## config.mk

```make
export PLATFORM = sky130hd
export DESIGN_NAME = ubf_top
export DESIGN_NICKNAME = d
export VERILOG_FILES = /design/src/ubf_top.v /design/src/ubf_align.v /design/src/ubf_fetch.v
export VERILOG_INCLUDE_DIRS = /design/src
export SDC_FILE = /design/constraint.sdc
export NUM_CORES = 1
export LEC_CHECK = 0
export ABC_AREA = 1
export BUFFER_PORTS_ARGS = -buffer_cell sky130_fd_sc_hd__buf_4
export CAP_MARGIN = 30
export CORE_MARGIN = 3
export CORE_UTILIZATION = 30
export DETAILED_ROUTE_END_ITERATION = 8
export GPL_TIMING_DRIVEN = 0
export PLACE_DENSITY = 0.43
export SYNTH_ARGS = -nofsm -noshare
export SYNTH_HDL_FRONTEND = slang
export SYNTH_SLANG_ARGS = --single-unit
```

## constraint.sdc

```tcl
create_clock -name clk -period 16.9 [get_ports clk]
set_clock_uncertainty 0.15 [all_clocks]
set_input_delay 1.69 -clock clk [delete_from_list [all_inputs] [get_ports clk]]
set_output_delay 1.69 -clock clk [all_outputs]
set_load 0.02 [all_outputs]
```

## src/ubf_defines.vh

```
// Purpose: Shared constants of the uniform block layout and fetch block
// Assumes: One byte per basic machine unit, four-byte scalars
// Notes: Definitions only
`ifndef UBF_DEFINES_VH
`define UBF_DEFINES_VH

// ==========================================
// Units and alignments
`define UBF_SCALAR_BYTES 5'h04
`define UBF_VEC2_ALIGN 5'h08
`define UBF_FOUR_FLOAT_VECTOR_ALIGN 5'h10
`define UBF_OFS_W 16

// ==========================================
// Descriptor kinds
`define UBF_KIND_SCALAR 3'h0
`define UBF_KIND_VECTOR 3'h1
`define UBF_KIND_MATRIX 3'h2
`define UBF_KIND_STRUCT_BEGIN 3'h3
`define UBF_KIND_STRUCT_END 3'h4
`define UBF_KIND_BLOCK_END 3'h5

// ==========================================
// Scalar base types
`define UBF_TYPE_BOOL 2'h0
`define UBF_TYPE_INT 2'h1
`define UBF_TYPE_UINT 2'h2
`define UBF_TYPE_FLOAT 2'h3

// ==========================================
// Nesting and reset values
`define UBF_STACK_DEPTH 4
`define UBF_SIG_RESET 32'h00000000

`endif

```

## src/ubf_top.v

```verilog
// Purpose: Uniform block layout engine, link check and member fetch
// Assumes: Descriptors arrive one per cycle in declaration order
// Notes: Struct nesting up to four levels deep
//
// Functional notes
// - Booleans read as one word; nonzero is true, zero is false.
// - Int, uint and float scalars read as one word at their offset.
// - Vectors read N consecutive words, X component lowest.
// - Column-major matrix read as column vectors separated by constant stride.
// - Row-major matrix read as row vectors separated by constant stride.
// - Array elements in index order with one constant array stride.
// - Without packed layout, offsets are chosen here and reported.
// - Link fails unless every shader's block declaration is identical.
// - Packed members increase in order, each at its rounded-up aligned offset.
// - First member starts at structure offset; later ones after previous member.
// - Alignment: scalar N, two-vector 2N, three- and four-vector 4N.
// - Scalar and vector arrays align and stride at four-vector alignment.
// - Column-major matrix is an array of column vectors.
// - Row-major matrix is an array of row vectors.
// - Structure aligns to four-vector alignment; members placed recursively.
// - Structure array is consecutive structure elements in index order.
// - Row order indicator is one only for row-major matrices.
`timescale 1ns/100ps
`include "ubf_defines.vh"

module ubf_top (
    // Clock and reset
    input wire clk,
    input wire nrst,
    // Member declarations
    input wire decl_valid,
    input wire [2:0] decl_kind,
    input wire [1:0] decl_type,
    input wire [2:0] decl_comps,
    input wire [2:0] decl_cols,
    input wire [2:0] decl_rows,
    input wire decl_row_major,
    input wire [7:0] decl_array_len,
    input wire decl_packed,
    input wire decl_repeat,
    // Layout report
    output reg lay_valid,
    output reg [15:0] lay_offset,
    output reg [15:0] lay_array_stride,
    output reg [15:0] lay_matrix_stride,
    output reg row_order_indicator,
    output reg [15:0] lay_block_size,
    output reg lay_block_done,
    output reg lay_nest_error,
    // Link check
    output reg link_done,
    output reg link_fail,
    // Fetch request
    input wire req_valid,
    output wire req_ready,
    input wire [15:0] req_offset,
    input wire [15:0] req_array_stride,
    input wire [15:0] req_matrix_stride,
    input wire [7:0] req_elem,
    input wire [2:0] req_vec,
    input wire [2:0] req_comps,
    input wire [1:0] req_type,
    // Buffer memory
    output wire mem_rd,
    output wire [15:0] mem_addr,
    input wire [31:0] mem_rdata,
    input wire mem_rvalid,
    // Fetched components
    output wire out_valid,
    output wire [31:0] out_data,
    output wire [2:0] out_comp,
    output wire out_last
);
    // ==========================================
    // Reset release
    reg rst_meta;
    reg rst_n;

    always @(posedge clk or negedge nrst) begin
        if (!nrst) begin
            rst_meta <= 1'b0;
            rst_n <= 1'b0;
        end else begin
            rst_meta <= 1'b1;
            rst_n <= rst_meta;
        end
    end

    // ==========================================
    // Member geometry
    wire [4:0] mem_align;
    wire [15:0] mem_astride;
    wire [15:0] mem_mstride;
    wire [15:0] mem_size;

    ubf_align u_align (
        .kind(decl_kind),
        .comps(decl_comps),
        .cols(decl_cols),
        .rows(decl_rows),
        .row_major(decl_row_major),
        .array_len(decl_array_len),
        .packed_layout(decl_packed),
        .base_align(mem_align),
        .array_stride(mem_astride),
        .matrix_stride(mem_mstride),
        .total_size(mem_size)
    );

    // ==========================================
    // Layout state
    reg [15:0] cur;
    reg [2:0] depth;
    reg [15:0] stk_start [0:`UBF_STACK_DEPTH-1];
    reg [7:0] stk_len [0:`UBF_STACK_DEPTH-1];
    reg [4:0] stk_align [0:`UBF_STACK_DEPTH-1];
    integer i;

    reg [15:0] next_aligned;
    reg [15:0] struct_start;
    reg [7:0] struct_len;
    reg [4:0] struct_align;
    reg [15:0] struct_size;
    reg [15:0] struct_elem;
    reg [23:0] struct_total;
    reg [4:0] struct_open_align;
    reg [15:0] struct_open_ofs;
    reg [15:0] block_end;
    wire [1:0] top_idx;

    assign top_idx = depth[1:0] - 2'h1;

    function [15:0] round_up;
        input [15:0] value;
        input [4:0] align;
        begin
            round_up = (value + {11'h000, align} - 16'h0001) & ~({11'h000, align} - 16'h0001);
        end
    endfunction

    always @* begin
        next_aligned = round_up(cur, mem_align);
        struct_open_align = decl_packed ? `UBF_FOUR_FLOAT_VECTOR_ALIGN : `UBF_SCALAR_BYTES;
        struct_open_ofs = round_up(cur, struct_open_align);
        struct_start = stk_start[top_idx];
        struct_len = stk_len[top_idx];
        struct_align = stk_align[top_idx];
        struct_size = cur - struct_start;
        // Padding at the end of each structure element
        struct_elem = round_up(struct_size, struct_align);
        struct_total = struct_elem * ((struct_len == 8'h00) ? 8'h01 : struct_len);
        block_end = decl_packed ? round_up(cur, `UBF_FOUR_FLOAT_VECTOR_ALIGN) : cur;
    end

    always @(posedge clk or negedge rst_n) begin
        if (!rst_n) begin
            cur <= 16'h0000;
            depth <= 3'h0;
            for (i = 0; i < `UBF_STACK_DEPTH; i = i + 1) begin
                stk_start[i] <= 16'h0000;
                stk_len[i] <= 8'h00;
                stk_align[i] <= 5'h00;
            end
            lay_valid <= 1'b0;
            lay_offset <= 16'h0000;
            lay_array_stride <= 16'h0000;
            lay_matrix_stride <= 16'h0000;
            row_order_indicator <= 1'b0;
            lay_block_size <= 16'h0000;
            lay_block_done <= 1'b0;
            lay_nest_error <= 1'b0;
        end else begin
            lay_valid <= 1'b0;
            lay_block_done <= 1'b0;
            if (decl_valid) begin
                case (decl_kind)
                    `UBF_KIND_SCALAR, `UBF_KIND_VECTOR, `UBF_KIND_MATRIX: begin
                        lay_valid <= 1'b1;
                        lay_offset <= next_aligned;
                        lay_array_stride <= mem_astride;
                        lay_matrix_stride <= mem_mstride;
                        row_order_indicator <= (decl_kind == `UBF_KIND_MATRIX) &&
                            decl_row_major;
                        // Next base offset follows the last unit consumed
                        cur <= next_aligned + mem_size;
                    end
                    `UBF_KIND_STRUCT_BEGIN: begin
                        lay_valid <= 1'b1;
                        lay_offset <= struct_open_ofs;
                        lay_array_stride <= 16'h0000;
                        lay_matrix_stride <= 16'h0000;
                        row_order_indicator <= 1'b0;
                        if (depth == `UBF_STACK_DEPTH) begin
                            lay_nest_error <= 1'b1;
                        end else begin
                            stk_start[depth[1:0]] <= struct_open_ofs;
                            stk_len[depth[1:0]] <= decl_array_len;
                            stk_align[depth[1:0]] <= struct_open_align;
                            depth <= depth + 3'h1;
                            cur <= struct_open_ofs;
                        end
                    end
                    `UBF_KIND_STRUCT_END: begin
                        if (depth == 3'h0) begin
                            lay_nest_error <= 1'b1;
                        end else begin
                            lay_valid <= 1'b1;
                            lay_offset <= struct_start;
                            lay_array_stride <= (struct_len == 8'h00) ? 16'h0000 :
                                struct_elem;
                            lay_matrix_stride <= 16'h0000;
                            row_order_indicator <= 1'b0;
                            // Member after the structure rounds up to its alignment
                            cur <= struct_start + struct_total[15:0];
                            depth <= depth - 3'h1;
                        end
                    end
                    `UBF_KIND_BLOCK_END: begin
                        lay_block_done <= 1'b1;
                        lay_block_size <= block_end;
                        lay_nest_error <= (depth != 3'h0);
                        cur <= 16'h0000;
                        depth <= 3'h0;
                    end
                    default: begin
                        lay_nest_error <= 1'b1;
                    end
                endcase
            end
        end
    end

    // ==========================================
    // Declaration signature for the link check
    reg [31:0] sig;
    reg [31:0] ref_sig;
    reg ref_held;
    wire [31:0] desc_word;
    wire [31:0] sig_step;

    assign desc_word = {8'h00, decl_packed, decl_array_len, decl_row_major, decl_rows,
        decl_cols, decl_comps, decl_type, decl_kind};
    assign sig_step = {sig[30:0], sig[31]} ^ desc_word;

    always @(posedge clk or negedge rst_n) begin
        if (!rst_n) begin
            sig <= `UBF_SIG_RESET;
            ref_sig <= `UBF_SIG_RESET;
            ref_held <= 1'b0;
            link_done <= 1'b0;
            link_fail <= 1'b0;
        end else begin
            link_done <= 1'b0;
            if (decl_valid) begin
                if (decl_kind == `UBF_KIND_BLOCK_END) begin
                    sig <= `UBF_SIG_RESET;
                    if (!decl_repeat) begin
                        ref_sig <= sig_step;
                        ref_held <= 1'b1;
                        link_fail <= 1'b0;
                    end else begin
                        link_done <= 1'b1;
                        // Any difference, layout choice included, rejects the link
                        if (!ref_held || sig_step != ref_sig) begin
                            link_fail <= 1'b1;
                        end
                    end
                end else begin
                    sig <= sig_step;
                end
            end
        end
    end

    // ==========================================
    // Member fetch
    ubf_fetch u_fetch (
        .clk(clk),
        .rst_n(rst_n),
        .req_valid(req_valid),
        .req_ready(req_ready),
        .req_offset(req_offset),
        .req_array_stride(req_array_stride),
        .req_matrix_stride(req_matrix_stride),
        .req_elem(req_elem),
        .req_vec(req_vec),
        .req_comps(req_comps),
        .req_type(req_type),
        .mem_rd(mem_rd),
        .mem_addr(mem_addr),
        .mem_rdata(mem_rdata),
        .mem_rvalid(mem_rvalid),
        .out_valid(out_valid),
        .out_data(out_data),
        .out_comp(out_comp),
        .out_last(out_last)
    );
endmodule // ubf_top

```

## src/ubf_align.v

```verilog
// Purpose: Base alignment, strides and size of one member descriptor
// Assumes: Scalars of four units; array length zero means not an array
// Notes: Pure combinational helper of the layout engine
`timescale 1ns/100ps
`include "ubf_defines.vh"

module ubf_align (
    // Descriptor
    input wire [2:0] kind,
    input wire [2:0] comps,
    input wire [2:0] cols,
    input wire [2:0] rows,
    input wire row_major,
    input wire [7:0] array_len,
    input wire packed_layout,
    // Results
    output reg [4:0] base_align,
    output reg [15:0] array_stride,
    output reg [15:0] matrix_stride,
    output reg [15:0] total_size
);
    reg [2:0] comp_n;
    reg [2:0] vec_n;
    reg [4:0] elem_bytes;
    reg [4:0] vec_stride;
    reg [15:0] elem_size;
    reg [23:0] arr_total;

    always @* begin
        comp_n = 3'h1;
        vec_n = 3'h1;
        if (kind == `UBF_KIND_VECTOR) begin
            comp_n = comps;
        end else if (kind == `UBF_KIND_MATRIX) begin
            vec_n = row_major ? rows : cols;
            comp_n = row_major ? cols : rows;
        end
        elem_bytes = {comp_n, 2'b00};
        // Packed: natural alignment per scalar and vector width; unpacked: scalar alignment
        if (!packed_layout) begin
            base_align = `UBF_SCALAR_BYTES;
        end else if (kind == `UBF_KIND_SCALAR) begin
            base_align = `UBF_SCALAR_BYTES;
        end else if (kind == `UBF_KIND_VECTOR && comps == 3'h2) begin
            base_align = `UBF_VEC2_ALIGN;
        end else begin
            base_align = `UBF_FOUR_FLOAT_VECTOR_ALIGN;
        end
        if (packed_layout && array_len != 8'h00) begin
            base_align = `UBF_FOUR_FLOAT_VECTOR_ALIGN;
        end
        vec_stride = packed_layout ? `UBF_FOUR_FLOAT_VECTOR_ALIGN : elem_bytes;
        matrix_stride = 16'h0000;
        elem_size = {11'h000, elem_bytes};
        if (kind == `UBF_KIND_MATRIX) begin
            matrix_stride = {11'h000, vec_stride};
            elem_size = {13'h0, vec_n} * {11'h000, vec_stride};
        end
        array_stride = 16'h0000;
        if (array_len != 8'h00) begin
            if (kind == `UBF_KIND_MATRIX || !packed_layout) begin
                array_stride = elem_size;
            end else begin
                array_stride = {11'h000, `UBF_FOUR_FLOAT_VECTOR_ALIGN};
            end
        end
        arr_total = array_len * array_stride;
        total_size = (array_len != 8'h00) ? arr_total[15:0] : elem_size;
    end
endmodule // ubf_align

```

## src/ubf_fetch.v

```verilog
// Purpose: Reads the components of one member vector out of buffer memory
// Assumes: Memory answers each read with rvalid one or more cycles later
// Notes: Address is offset + element * array stride + vector * matrix stride
`timescale 1ns/100ps
`include "ubf_defines.vh"

module ubf_fetch (
    // Clock and reset
    input wire clk,
    input wire rst_n,
    // Request
    input wire req_valid,
    output reg req_ready,
    input wire [15:0] req_offset,
    input wire [15:0] req_array_stride,
    input wire [15:0] req_matrix_stride,
    input wire [7:0] req_elem,
    input wire [2:0] req_vec,
    input wire [2:0] req_comps,
    input wire [1:0] req_type,
    // Buffer memory
    output reg mem_rd,
    output reg [15:0] mem_addr,
    input wire [31:0] mem_rdata,
    input wire mem_rvalid,
    // Component output
    output reg out_valid,
    output reg [31:0] out_data,
    output reg [2:0] out_comp,
    output reg out_last
);
    localparam ST_IDLE = 2'b00;
    localparam ST_ISSUE = 2'b01;
    localparam ST_WAIT = 2'b10;

    reg [1:0] state;
    reg [2:0] comp_left;
    reg [2:0] comp_idx;
    reg [1:0] cur_type;
    wire [23:0] elem_ofs;
    wire [18:0] vec_ofs;
    wire [15:0] start_addr;

    assign elem_ofs = req_elem * req_array_stride;
    assign vec_ofs = req_vec * req_matrix_stride;
    assign start_addr = req_offset + elem_ofs[15:0] + vec_ofs[15:0];

    always @(posedge clk or negedge rst_n) begin
        if (!rst_n) begin
            state <= ST_IDLE;
            req_ready <= 1'b1;
            mem_rd <= 1'b0;
            mem_addr <= 16'h0000;
            out_valid <= 1'b0;
            out_data <= 32'h00000000;
            out_comp <= 3'h0;
            out_last <= 1'b0;
            comp_left <= 3'h0;
            comp_idx <= 3'h0;
            cur_type <= `UBF_TYPE_UINT;
        end else begin
            out_valid <= 1'b0;
            out_last <= 1'b0;
            mem_rd <= 1'b0;
            case (state)
                ST_IDLE: begin
                    if (req_valid && req_comps != 3'h0) begin
                        req_ready <= 1'b0;
                        mem_addr <= start_addr;
                        comp_left <= req_comps;
                        comp_idx <= 3'h0;
                        cur_type <= req_type;
                        state <= ST_ISSUE;
                    end
                end
                ST_ISSUE: begin
                    mem_rd <= 1'b1;
                    state <= ST_WAIT;
                end
                ST_WAIT: begin
                    if (mem_rvalid) begin
                        out_valid <= 1'b1;
                        out_comp <= comp_idx;
                        if (cur_type == `UBF_TYPE_BOOL) begin
                            out_data <= {31'h0, |mem_rdata};
                        end else begin
                            out_data <= mem_rdata;
                        end
                        if (comp_left == 3'h1) begin
                            out_last <= 1'b1;
                            req_ready <= 1'b1;
                            state <= ST_IDLE;
                        end else begin
                            // Next component at the next higher word
                            mem_addr <= mem_addr + {11'h000, `UBF_SCALAR_BYTES};
                            comp_left <= comp_left - 3'h1;
                            comp_idx <= comp_idx + 3'h1;
                            state <= ST_ISSUE;
                        end
                    end
                end
                default: begin
                    state <= ST_IDLE;
                end
            endcase
        end
    end
endmodule // ubf_fetch

```

# Word level (Yosys, flattened, before mapping)
# Index checks and enable logic that the tools add are counted.
[word_totals] word_cells=232 memories=0 in_bits=126 ramBits=0 reg_bits=337 output_inout_bits=125 romBits=0 latch_bits=0
[classes] n_shift=0 n_div=0 n_mul=5 n_bitwise=12 n_mux=93 n_eq_ne=20 n_addsub=22 reduce_logical=37 n_lt_le_gt_ge=3
[ops] cell="16-bit 2-to-1 mux" count=15
[ops] cell="16-bit one-hot mux with 3 select lines" count=3
[ops] cell="16-bit adder" count=4
[ops] cell="64-bit bitwise mux" count=1
[ops] cell="32-bit 2-to-1 mux" count=2
[ops] cell="16-bit one-hot mux with 4 select lines" count=1
[ops] cell="16-bit by 1-bit subtractor with 16-bit output (second input constant)" count=4
[ops] cell="5-bit 2-to-1 mux" count=10
[ops] cell="16-bit by 5-bit adder with 16-bit output" count=3
[ops] cell="16-bit AND" count=3
[ops] cell="8-bit 2-to-1 mux" count=6
[ops] cell="16-bit NOT" count=3
[ops] cell="3-bit 2-to-1 mux" count=14
[ops] cell="16-bit binary-select mux with 2-bit select" count=1
[ops] cell="32-bit bitwise mux" count=1
[ops] cell="16-bit demux with 2-bit select" count=1
[ops] cell="8-bit by 16-bit multiplier with 16-bit output" count=2
[ops] cell="32-bit != test" count=1
[ops] cell="16-bit one-hot mux with 2 select lines" count=1
[ops] cell="32-bit OR reduction" count=1
[ops] cell="32-bit by 24-bit bitwise XOR with 32-bit output" count=1
[ops] cell="1-bit 2-to-1 mux" count=22
[ops] cell="20-bit bitwise mux" count=1
[ops] cell="4-bit AND reduction" count=5
[ops] cell="other kinds (46)" count=86

# Depth between registers and ports, before layout
# Gate-level depths: netlist of run 1.
[logic_depth] word_depth=13 ltp_mapped=50 depth_no_buf=50

# Hierarchy
# From an unflattened synthesis of run 1, not the netlist that was laid out.
[unflattened] hier_cells=3675 area_unflattened_um2=27712.8
[by_module_without_submodules] module="ubf_top" area_each_um2=17324.1 cells_per_inst=2239 instances=1 seq_area_each_um2=6306.0
[by_module_without_submodules] module="ubf_fetch" area_each_um2=7832.5 cells_per_inst=1046 instances=1 seq_area_each_um2=1629.1
[by_module_without_submodules] module="ubf_align" area_each_um2=2556.2 cells_per_inst=390 instances=1 seq_area_each_um2=0.0

# Worst setup path before layout of run 1
# Ideal clock, no wire load.
[synth_timing] path_kind="input-to-reg" startpoint="input decl_kind[2]" endpoint="register cur[14]" n_path_buf=1 slack_ps=7955 stages=42 required_ps=16619 setup_time_ps=131 arrival_time_ps=8664 cell_sequence="buf_2 -> nor3_2 -> inv_1 -> o21ai_0 -> nand2_1 -> nor2_1 -> fa_1 -> ha_1 -> fa_1 -> nor2_1 -> nor3b_1 -> nand2_1 -> nor2_1 -> fa_1 -> inv_1 -> fa_1 -> inv_1 -> fa_1 -> [6 not listed] -> a21oi_1 -> inv_1 -> nand2_1 -> inv_1 -> o21ai_0 -> nand2_1 -> xor2_1 -> nor2_1 -> ha_1 -> nand2_1 -> nor3_1 -> nand3_1 -> o2111ai_1 -> a21oi_1 -> o21ai_0 -> nand3_1 -> nand2_1 -> o21ai_0"
[synth_between] elab_chain_cells=12 elab_cells_between_ends=35 cone_classes="add/sub (4); mul (2); eq/ne (7); mux (14); bitwise (2); reduce/logical (6)"
[synth_rtl] element="start, declared" line="ubf_top.v:32" source="input wire [2:0] decl_kind,"
[synth_rtl] element="3-bit by 2-bit == test with 1-bit output" line="ubf_top.v:176" source="case (decl_kind)"
[synth_rtl] element="3-bit 2-to-1 mux" line="ubf_align.v:34" source="end else if (kind == `UBF_KIND_MATRIX) begin"
[synth_rtl] element="3-bit 2-to-1 mux" line="ubf_align.v:32" source="if (kind == `UBF_KIND_VECTOR) begin"
[synth_rtl] element="5-bit 2-to-1 mux" line="ubf_align.v:52" source="vec_stride = packed_layout ? `UBF_FOUR_FLOAT_VECTOR_ALIGN : elem_bytes;"
[synth_rtl] element="3-bit by 5-bit multiplier with 8-bit output" line="ubf_align.v:57" source="elem_size = {13'h0, vec_n} * {11'h000, vec_stride};"
[synth_rtl] element="8-bit 2-to-1 mux" line="ubf_align.v:55" source="if (kind == `UBF_KIND_MATRIX) begin"
[synth_rtl] element="8-bit 2-to-1 mux" line="ubf_align.v:61" source="if (kind == `UBF_KIND_MATRIX || !packed_layout) begin"
[synth_rtl] element="16-bit 2-to-1 mux" line="ubf_align.v:60" source="if (array_len != 8'h00) begin"
[synth_rtl] element="8-bit by 16-bit multiplier with 16-bit output" line="ubf_align.v:67" source="arr_total = array_len * array_stride;"
[synth_rtl] element="16-bit 2-to-1 mux" line="ubf_align.v:68" source="total_size = (array_len != 8'h00) ? arr_total[15:0] : elem_size;"
[synth_rtl] element="16-bit adder" line="ubf_top.v:185" source="cur <= next_aligned + mem_size;"
[synth_rtl] element="16-bit one-hot mux with 4 select lines" line="ubf_top.v:176"
[synth_rtl] element="end signal, assigned" line="ubf_top.v:185"
[synth_rtl] element="end signal, assigned" line="ubf_top.v:200" source="cur <= struct_open_ofs;"
[synth_rtl] element="end signal, assigned" line="ubf_top.v:214" source="cur <= struct_start + struct_total[15:0];"
[synth_rtl] element="end, declared" line="ubf_top.v:112" source="reg [15:0] cur;"
# Parallel ways exist; a longest one is shown, timed or not.
# A chain may end at the register's enable or synchronous reset.

# Worst setup path after layout of run 1
[layout_timing] startpoint="register depth[0]" endpoint="register cur[14]"
[layout_between] elab_chain_cells=13 elab_cells_between_ends=28 cone_classes="add/sub (6); mul (1); eq/ne (3); mux (12); bitwise (3); reduce/logical (3)"
[layout_rtl] element="start, declared" line="ubf_top.v:113" source="reg [2:0] depth;"
[layout_rtl] element="start signal, assigned" line="ubf_top.v:199" source="depth <= depth + 3'h1;"
[layout_rtl] element="start signal, assigned" line="ubf_top.v:215" source="depth <= depth - 3'h1;"
[layout_rtl] element="2-bit by 1-bit subtractor with 2-bit output" line="ubf_top.v:131" source="assign top_idx = depth[1:0] - 2'h1;"
[layout_rtl] element="2-bit NOT with 3-bit output (implied by the code)" line="ubf_top.v:145, ubf_top.v:146, ubf_top.v:147"
[layout_rtl] element="16-bit binary-select mux with 2-bit select" line="ubf_top.v:145" source="struct_start = stk_start[top_idx];"
[layout_rtl] element="16-bit 2-to-1 mux (implied by the code) (2 in a row)" line="ubf_top.v:145"
[layout_rtl] element="16-bit subtractor" line="ubf_top.v:148" source="struct_size = cur - struct_start;"
[layout_rtl] element="16-bit by 5-bit adder with 16-bit output" line="ubf_top.v:137" source="round_up = (value + {11'h000, align} - 16'h0001) & ~({11'h000, align} - 16'h0001);"
[layout_rtl] element="16-bit by 1-bit subtractor with 16-bit output" line="ubf_top.v:137"
[layout_rtl] element="16-bit AND" line="ubf_top.v:137"
[layout_rtl] element="16-bit by 8-bit multiplier with 16-bit output" line="ubf_top.v:151" source="struct_total = struct_elem * ((struct_len == 8'h00) ? 8'h01 : struct_len);"
[layout_rtl] element="16-bit adder" line="ubf_top.v:214"
[layout_rtl] element="16-bit 2-to-1 mux" line="ubf_top.v:204" source="if (depth == 3'h0) begin"
[layout_rtl] element="16-bit one-hot mux with 4 select lines" line="ubf_top.v:176"
# Parallel ways exist; a longest one is shown, timed or not. The select of a mux whose other input is x is not followed.

==> qor.csv, run 1 <==
stage,metric,value,unit
status,status,"complete, no violations",
die,Core ar.,83800,µm²
cts,CTS tree,done,
job,Max Cap Viol,0,
placement,DP HPWL,69.9,mm
synth,"FF+latch count, synth",296,
grt,gr usage total,19.5,%
setup_path,worst path required time,17.17,ns
die,DIE HEIGHT,297,µm
setup_path,CP Launch Type,flip-flop,
synth,most numerous cell in the Yosys netlist,nand2_1,
cts,"Hold-fix buffers, CTS",0,
synth,post-synth top area cell,dfrtp_1,
synth,Async SR Flop Fraction,100,%
grt,first-pass GRT wire length,135,mm
sta,count of final hold-check violations,0,
detailed_routing,wire per inst,18.1,µm
synth,"Distinct cells, synth",52,
setup_path,cell mode on critical path,nand2_1,
setup_path,slowest CP cell,fa_1,
final_layout,Area Growth Syn to Fin,18.0,%
synth,Post-synth EDFFs,0,
cts,clk slew on worst S/H paths,0.06,ns
sta,f_max,95.9,MHz
grt,largest net degree at the start of global routing,64,
synth,Post-Syn Area per Cell,7.71,µm²
setup_path,Max Fanout on Critical Path,11,
cts,worst skew pair latency,0.57,ns
cts,cts bufs inserted,40,
synth,sequential fraction of the synthesis area,29.2,%
sta,Tmin final,10.43,ns
setup_path,worst endpoint data arrival time,10.70,ns
detailed_routing,1st-pass router iterations,5,
setup_path,Critical Path Max Stage Delay,0.58,ns
cts,post-cts resize count,0,
sta,RSZ-0062 raised after global routing,false,
grt,vias in the first global route,22400,
die,number of I/O pins,251,
cts,CTS Root Cell,clkbuf_16,
synth,ranking of synthesized cells by area,"dfrtp_1 29%, fa_1 16%, nand2_1 13%",
sta,Slew @ Worst Pin,0.959,ns
synth,Mapped Area,25400,µm²
setup_path,Crit Path Category,flip-flop to flip-flop,
detailed_routing,Via Count,22000,
final_layout,Ant. Diodes,0,
placement,IO buf count,215,
die,die area,88300,µm²
cts,# H-tree levels,2,
sta,Fin Setup TNS,0,ns
synth,"Warnings, synthesis",0,
die,Rows,106,
detailed_routing,Post-Route WL,85.7,mm
detailed_routing,iteration-0 DRC count of the detailed router,1253,
synth,Post-Synthesis Cells,3296,
placement,routability cong.,0.904,
synth,ys flop type,dfrtp_1,
sta,Final setup viols,0,
sta,Slew Limit Fails,0,
grt,GRT Residual Overflow,0,
cts,# clock sinks,296,
die,Die Width,297,µm
sta,Slew headroom,36.1,%
synth,most instantiated cells after synthesis,"880 x nand2_1, 541 x inv_1, 294 x dfrtp_1",
hold_path,Hold Path Class,flip-flop to async pin,
detailed_routing,Routed Antenna Nets,0,
setup_path,CP Capture Type,flip-flop,
cts,Post-CTS Setup Repair Bufs,0,
sta,period utilization,61.7,%
synth,Synth top area share,28.9,%
cts,Longest Clk Path Bufs,3,
final_layout,layout cells sized above 1,9.85,%
final_layout,fillers,9116,
grt,initial antenna violation count,1,
detailed_routing,Via density,4.64,
die,starting density of the core,30.3,%
detailed_routing,# DRC,0,
final_layout,fin nets,4075,
-- layer usage --
metal | vias up | routed length, µm | track usage, % | share of wire, %
met4 | 2 | 1300 | 3.44 | 1.5
met2 | 415 | 38400 | 31.1 | 45
met3 | 72 | 4160 | 3.09 | 4.9
li1 | 10900 | - | - | -
met5 | - | 13 | 0 | 0.015
met1 | 10600 | 41800 | 28.1 | 49
-- path summary, 6_finish.rpt --
check	from	end	slack (ns)	depth (start not counted)
min reg2reg	rst_n	u_fetch.comp_idx[1]	0.16	0
min in group clk	rst_meta	rst_n	0.21	0
max	depth[0]	cur[14]	6.47	46
max in group asynchronous	rst_n	stk_start[46]	15.47	2
min	rst_n	u_fetch.comp_idx[1]	0.16	0
max reg2reg	depth[0]	cur[14]	6.47	46
-- worst max-delay path: cells and delay by family, from the launching register on --
| kind | cells | cell delay, ns |
|---|---|---|
| adder cells (fa/ha/maj) | 9 | 3.80 |
| buffers and inverters | 13 | 2.97 |
| AND/OR/NAND/NOR | 15 | 1.59 |
| AO/OA/AOI/OAI | 9 | 1.27 |
| flip-flops | 1 | 0.45 |
-- through the flow --
step	cell area, µm²	util [%]	std cells	hold slack, ns	setup slack, ns
2_1_floorplan	25500	-	3314	0.181	7.89
3_3_place_gp	28500	34.0	4663	0.182	3.23
3_5_place_dp	28700	34.2	4670	0.176	6.39
4_1_cts	30000	35.8	4739	0.179	6.40
5_1_grt	30000	35.8	4739	0.199	5.78
6_report	30000	35.8	4739	0.157	6.47
-- cells in the final DEF (no fill, tap or decap), types with 6 or more instances in the layout --
cell and instances:
buf_4 237, inv_2 7, nor4_1 13, or2_2 14, fa_1 204, dfrtp_1 293
o21ai_0 293, o2111ai_1 10, nand2_2 9, buf_2 7, nor2_1 186, a31oi_1 16
nand2_1 880, a21oi_1 143, clkinv_2 7, xnor2_1 55, o21a_1 6, ha_1 167
o22ai_1 14, clkbuf_1 105, clkinv_1 9, clkbuf_16 41, inv_1 541, a32o_1 8
xor2_1 48, nand4_1 18, a22oi_1 6, o211ai_1 7, conb_1 20, nor3_1 22
nand3_1 150
-- kinds of logic after synthesis --
| group | Yosys count | synth area share [%] |
|---|---|---|
| xor+xnor | 103 | 3.55 |
| other cells | 2 | 0.0295 |
| buf+inv | 686 | 10.6 |
| compound gates | 526 | 11.3 |
| simple gates | 1312 | 21.1 |
| flops | 296 | 29.2 |
| fa+ha+maj | 371 | 24.3 |
-- state kept, by name (all words and copies together), names as in the netlist, 2 cells and up --
signal and cells:
lay_matrix_stride 3, ref_sig 32, u_fetch.state 2, stk_align 8, u_fetch.comp_left 3, cur 14, u_fetch.out_comp 3, sig 32
u_fetch.comp_idx 3, lay_array_stride 14, lay_offset 14, stk_start 56, depth 3, u_fetch.cur_type 2, u_fetch.out_data 32, lay_block_size 14
stk_len 32, u_fetch.mem_addr 16
-- area by class of cell --
class,instances,area (µm²),share of cell area [%]
timing repair buffer,222,1770,5.90
clock buffer,55,1130,3.76
sequential,296,7410,24.7
inverter,558,2100,7.00
clock inverter,14,183,0.609
multi-input combinational,2332,15400,51.3
tap,1134,1420,4.73
buffer,128,601,2.00
Power of run 1 is left out: the tool's default activity adds up to more than one toggle a clock period on the data nets, which glitch-free logic cannot reach.
==> inputs of run 2 (changes only) <==
clock period = 10.9 ns   (was 16.9 ns; I/O delays follow)
==> run 2 against run 1 <==
Effect of this change: via count is 0.10% higher; cell area barely moved; worst setup slack lost 5.5 ns; critical endpoint unchanged.
==> qor.csv, run 2 (synthesis results as in run 1) <==
stage,metric,value,unit
final_layout,most frequent cells in the layout,"880 x nand2_1, 541 x inv_1, 293 x o21ai_0, 293 x dfrtp_1, 237 x buf_4",
cts,"Hold-fix buffers, CTS",0,
sta,Tmin final,9.90,ns
cts,cts bufs inserted,40,
grt,GRT Residual Overflow,0,
detailed_routing,wire per inst,18.1,µm
final_layout,flip-flop count of the largest register after layout,56,
setup_path,CP Capture Type,flip-flop,
cts,CTS Root Cell,clkbuf_16,
detailed_routing,Via Count,22000,
detailed_routing,# DRC,0,
grt,gr usage total,19.5,%
setup_path,CP Launch Type,flip-flop,
cts,# H-tree levels,2,
setup_path,FF-to-FF path depth,45,
die,Rows,106,
detailed_routing,iteration-0 DRC count of the detailed router,1173,
final_layout,register bank with the most flops,stk_start,
detailed_routing,Routed Antenna Nets,0,
cts,clk slew on worst S/H paths,0.06,ns
die,number of I/O pins,251,
sta,f_max,101,MHz
setup_path,slowest CP cell,fa_1,
final_layout,Ant. Diodes,0,
setup_path,Critical Path Max Stage Delay,0.58,ns
sta,period utilization,90.8,%
cts,Post-CTS Setup Repair Bufs,0,
placement,IO buf count,215,
hold_path,Hold Path Class,input port to async pin,
setup_path,worst endpoint data arrival time,10.17,ns
setup_path,Crit Path Category,flip-flop to flip-flop,
job,Max Cap Viol,0,
placement,DP HPWL,69.9,mm
sta,Fin Setup TNS,0,ns
grt,first-pass GRT wire length,135,mm
setup_path,Max Fanout on Critical Path,19,
sta,Slew headroom,35.9,%
detailed_routing,1st-pass router iterations,5,
setup_path,worst path required time,11.17,ns
cts,worst skew pair latency,0.57,ns
die,Core ar.,83800,µm²
final_layout,Area Growth Syn to Fin,18.0,%
grt,vias in the first global route,22400,
cts,# clock sinks,296,
sta,RSZ-0062 raised after global routing,false,
setup_path,cell mode on critical path,nand2_1,
detailed_routing,Via density,4.64,
final_layout,layout cells sized above 1,9.85,%
detailed_routing,Post-Route WL,85.7,mm
final_layout,fin nets,4074,
placement,routability cong.,0.904,
die,die area,88300,µm²
cts,CTS tree,done,
final_layout,"commonest non-fill, non-tap cell in the layout",nand2_1,
sta,Final setup viols,0,
sta,count of final hold-check violations,0,
cts,post-cts resize count,0,
grt,largest net degree at the start of global routing,64,
cts,Longest Clk Path Bufs,3,
sta,Slew @ Worst Pin,0.961,ns
sta,Slew Limit Fails,0,
die,starting density of the core,30.3,%
grt,initial antenna violation count,1,
status,status,"complete, no violations",
die,Die Width,297,µm
sta,Min Hold Slack,0.149,ns
die,DIE HEIGHT,297,µm
## run 2: cell types whose count changed in the layout (fill, tap and decap cells not counted), sizes merged
cell	before	now
clkbuf	151	150
## run 2: worst max-delay path: cells and delay by family, from the launching register on
kind	cells	cell delay [ns]
adder cells (fa/ha/maj)	9	3.77
buffers and inverters	12	2.47
AND/OR/NAND/NOR	15	1.60
AO/OA/AOI/OAI	9	1.27
flip-flops	1	0.46
## run 2: final timing paths
path / from / end / slack, ns
setup reg to reg: depth[0] / cur[14] / 1.00
hold reg to reg: rst_n / u_fetch.comp_idx[1] / 0.16
max in group asynchronous: rst_n / stk_start[46] / 9.47
setup / recovery: depth[0] / cur[14] / 1.00
min in group clk: rst_meta / rst_n / 0.21
hold / removal: nrst / rst_n / 0.15
## run 2: final cells by class
| class | count | area, µm² |
|---|---|---|
| Tap cell | 1134 | 1420 |
| Inverter | 558 | 2100 |
| Clock buffer | 55 | 1130 |
| Timing Repair Buffer | 222 | 1770 |
| Sequential cell | 296 | 7410 |
| Fill cell | 9116 | 53800 |
| Clock inverter | 14 | 183 |
| Buffer | 127 | 597 |
| Multi-Input combinational cell | 2332 | 15400 |
## run 2: per-layer routing
metal	part of all wire, %	vias to the layer above	track usage (%)
met2	45	425	31.1
met4	1.5	2	3.44
li1	-	10900	-
met3	4.9	71	3.09
met5	0.015	-	0
met1	49	10600	28.1
## run 2: metrics by stage
step           setup slack [ns]  util [%]  instance area [µm²]  std cells
2_1_floorplan              1.89         -                25500       3314
3_3_place_gp              -2.77      34.0                28500       4663
3_5_place_dp              0.478      34.2                28700       4670
4_1_cts                   0.405      35.8                30000       4739
5_1_grt                   0.280      35.8                30000       4738
6_report                   1.00      35.8                30000       4738
Power of run 2 is left out for the same reason.
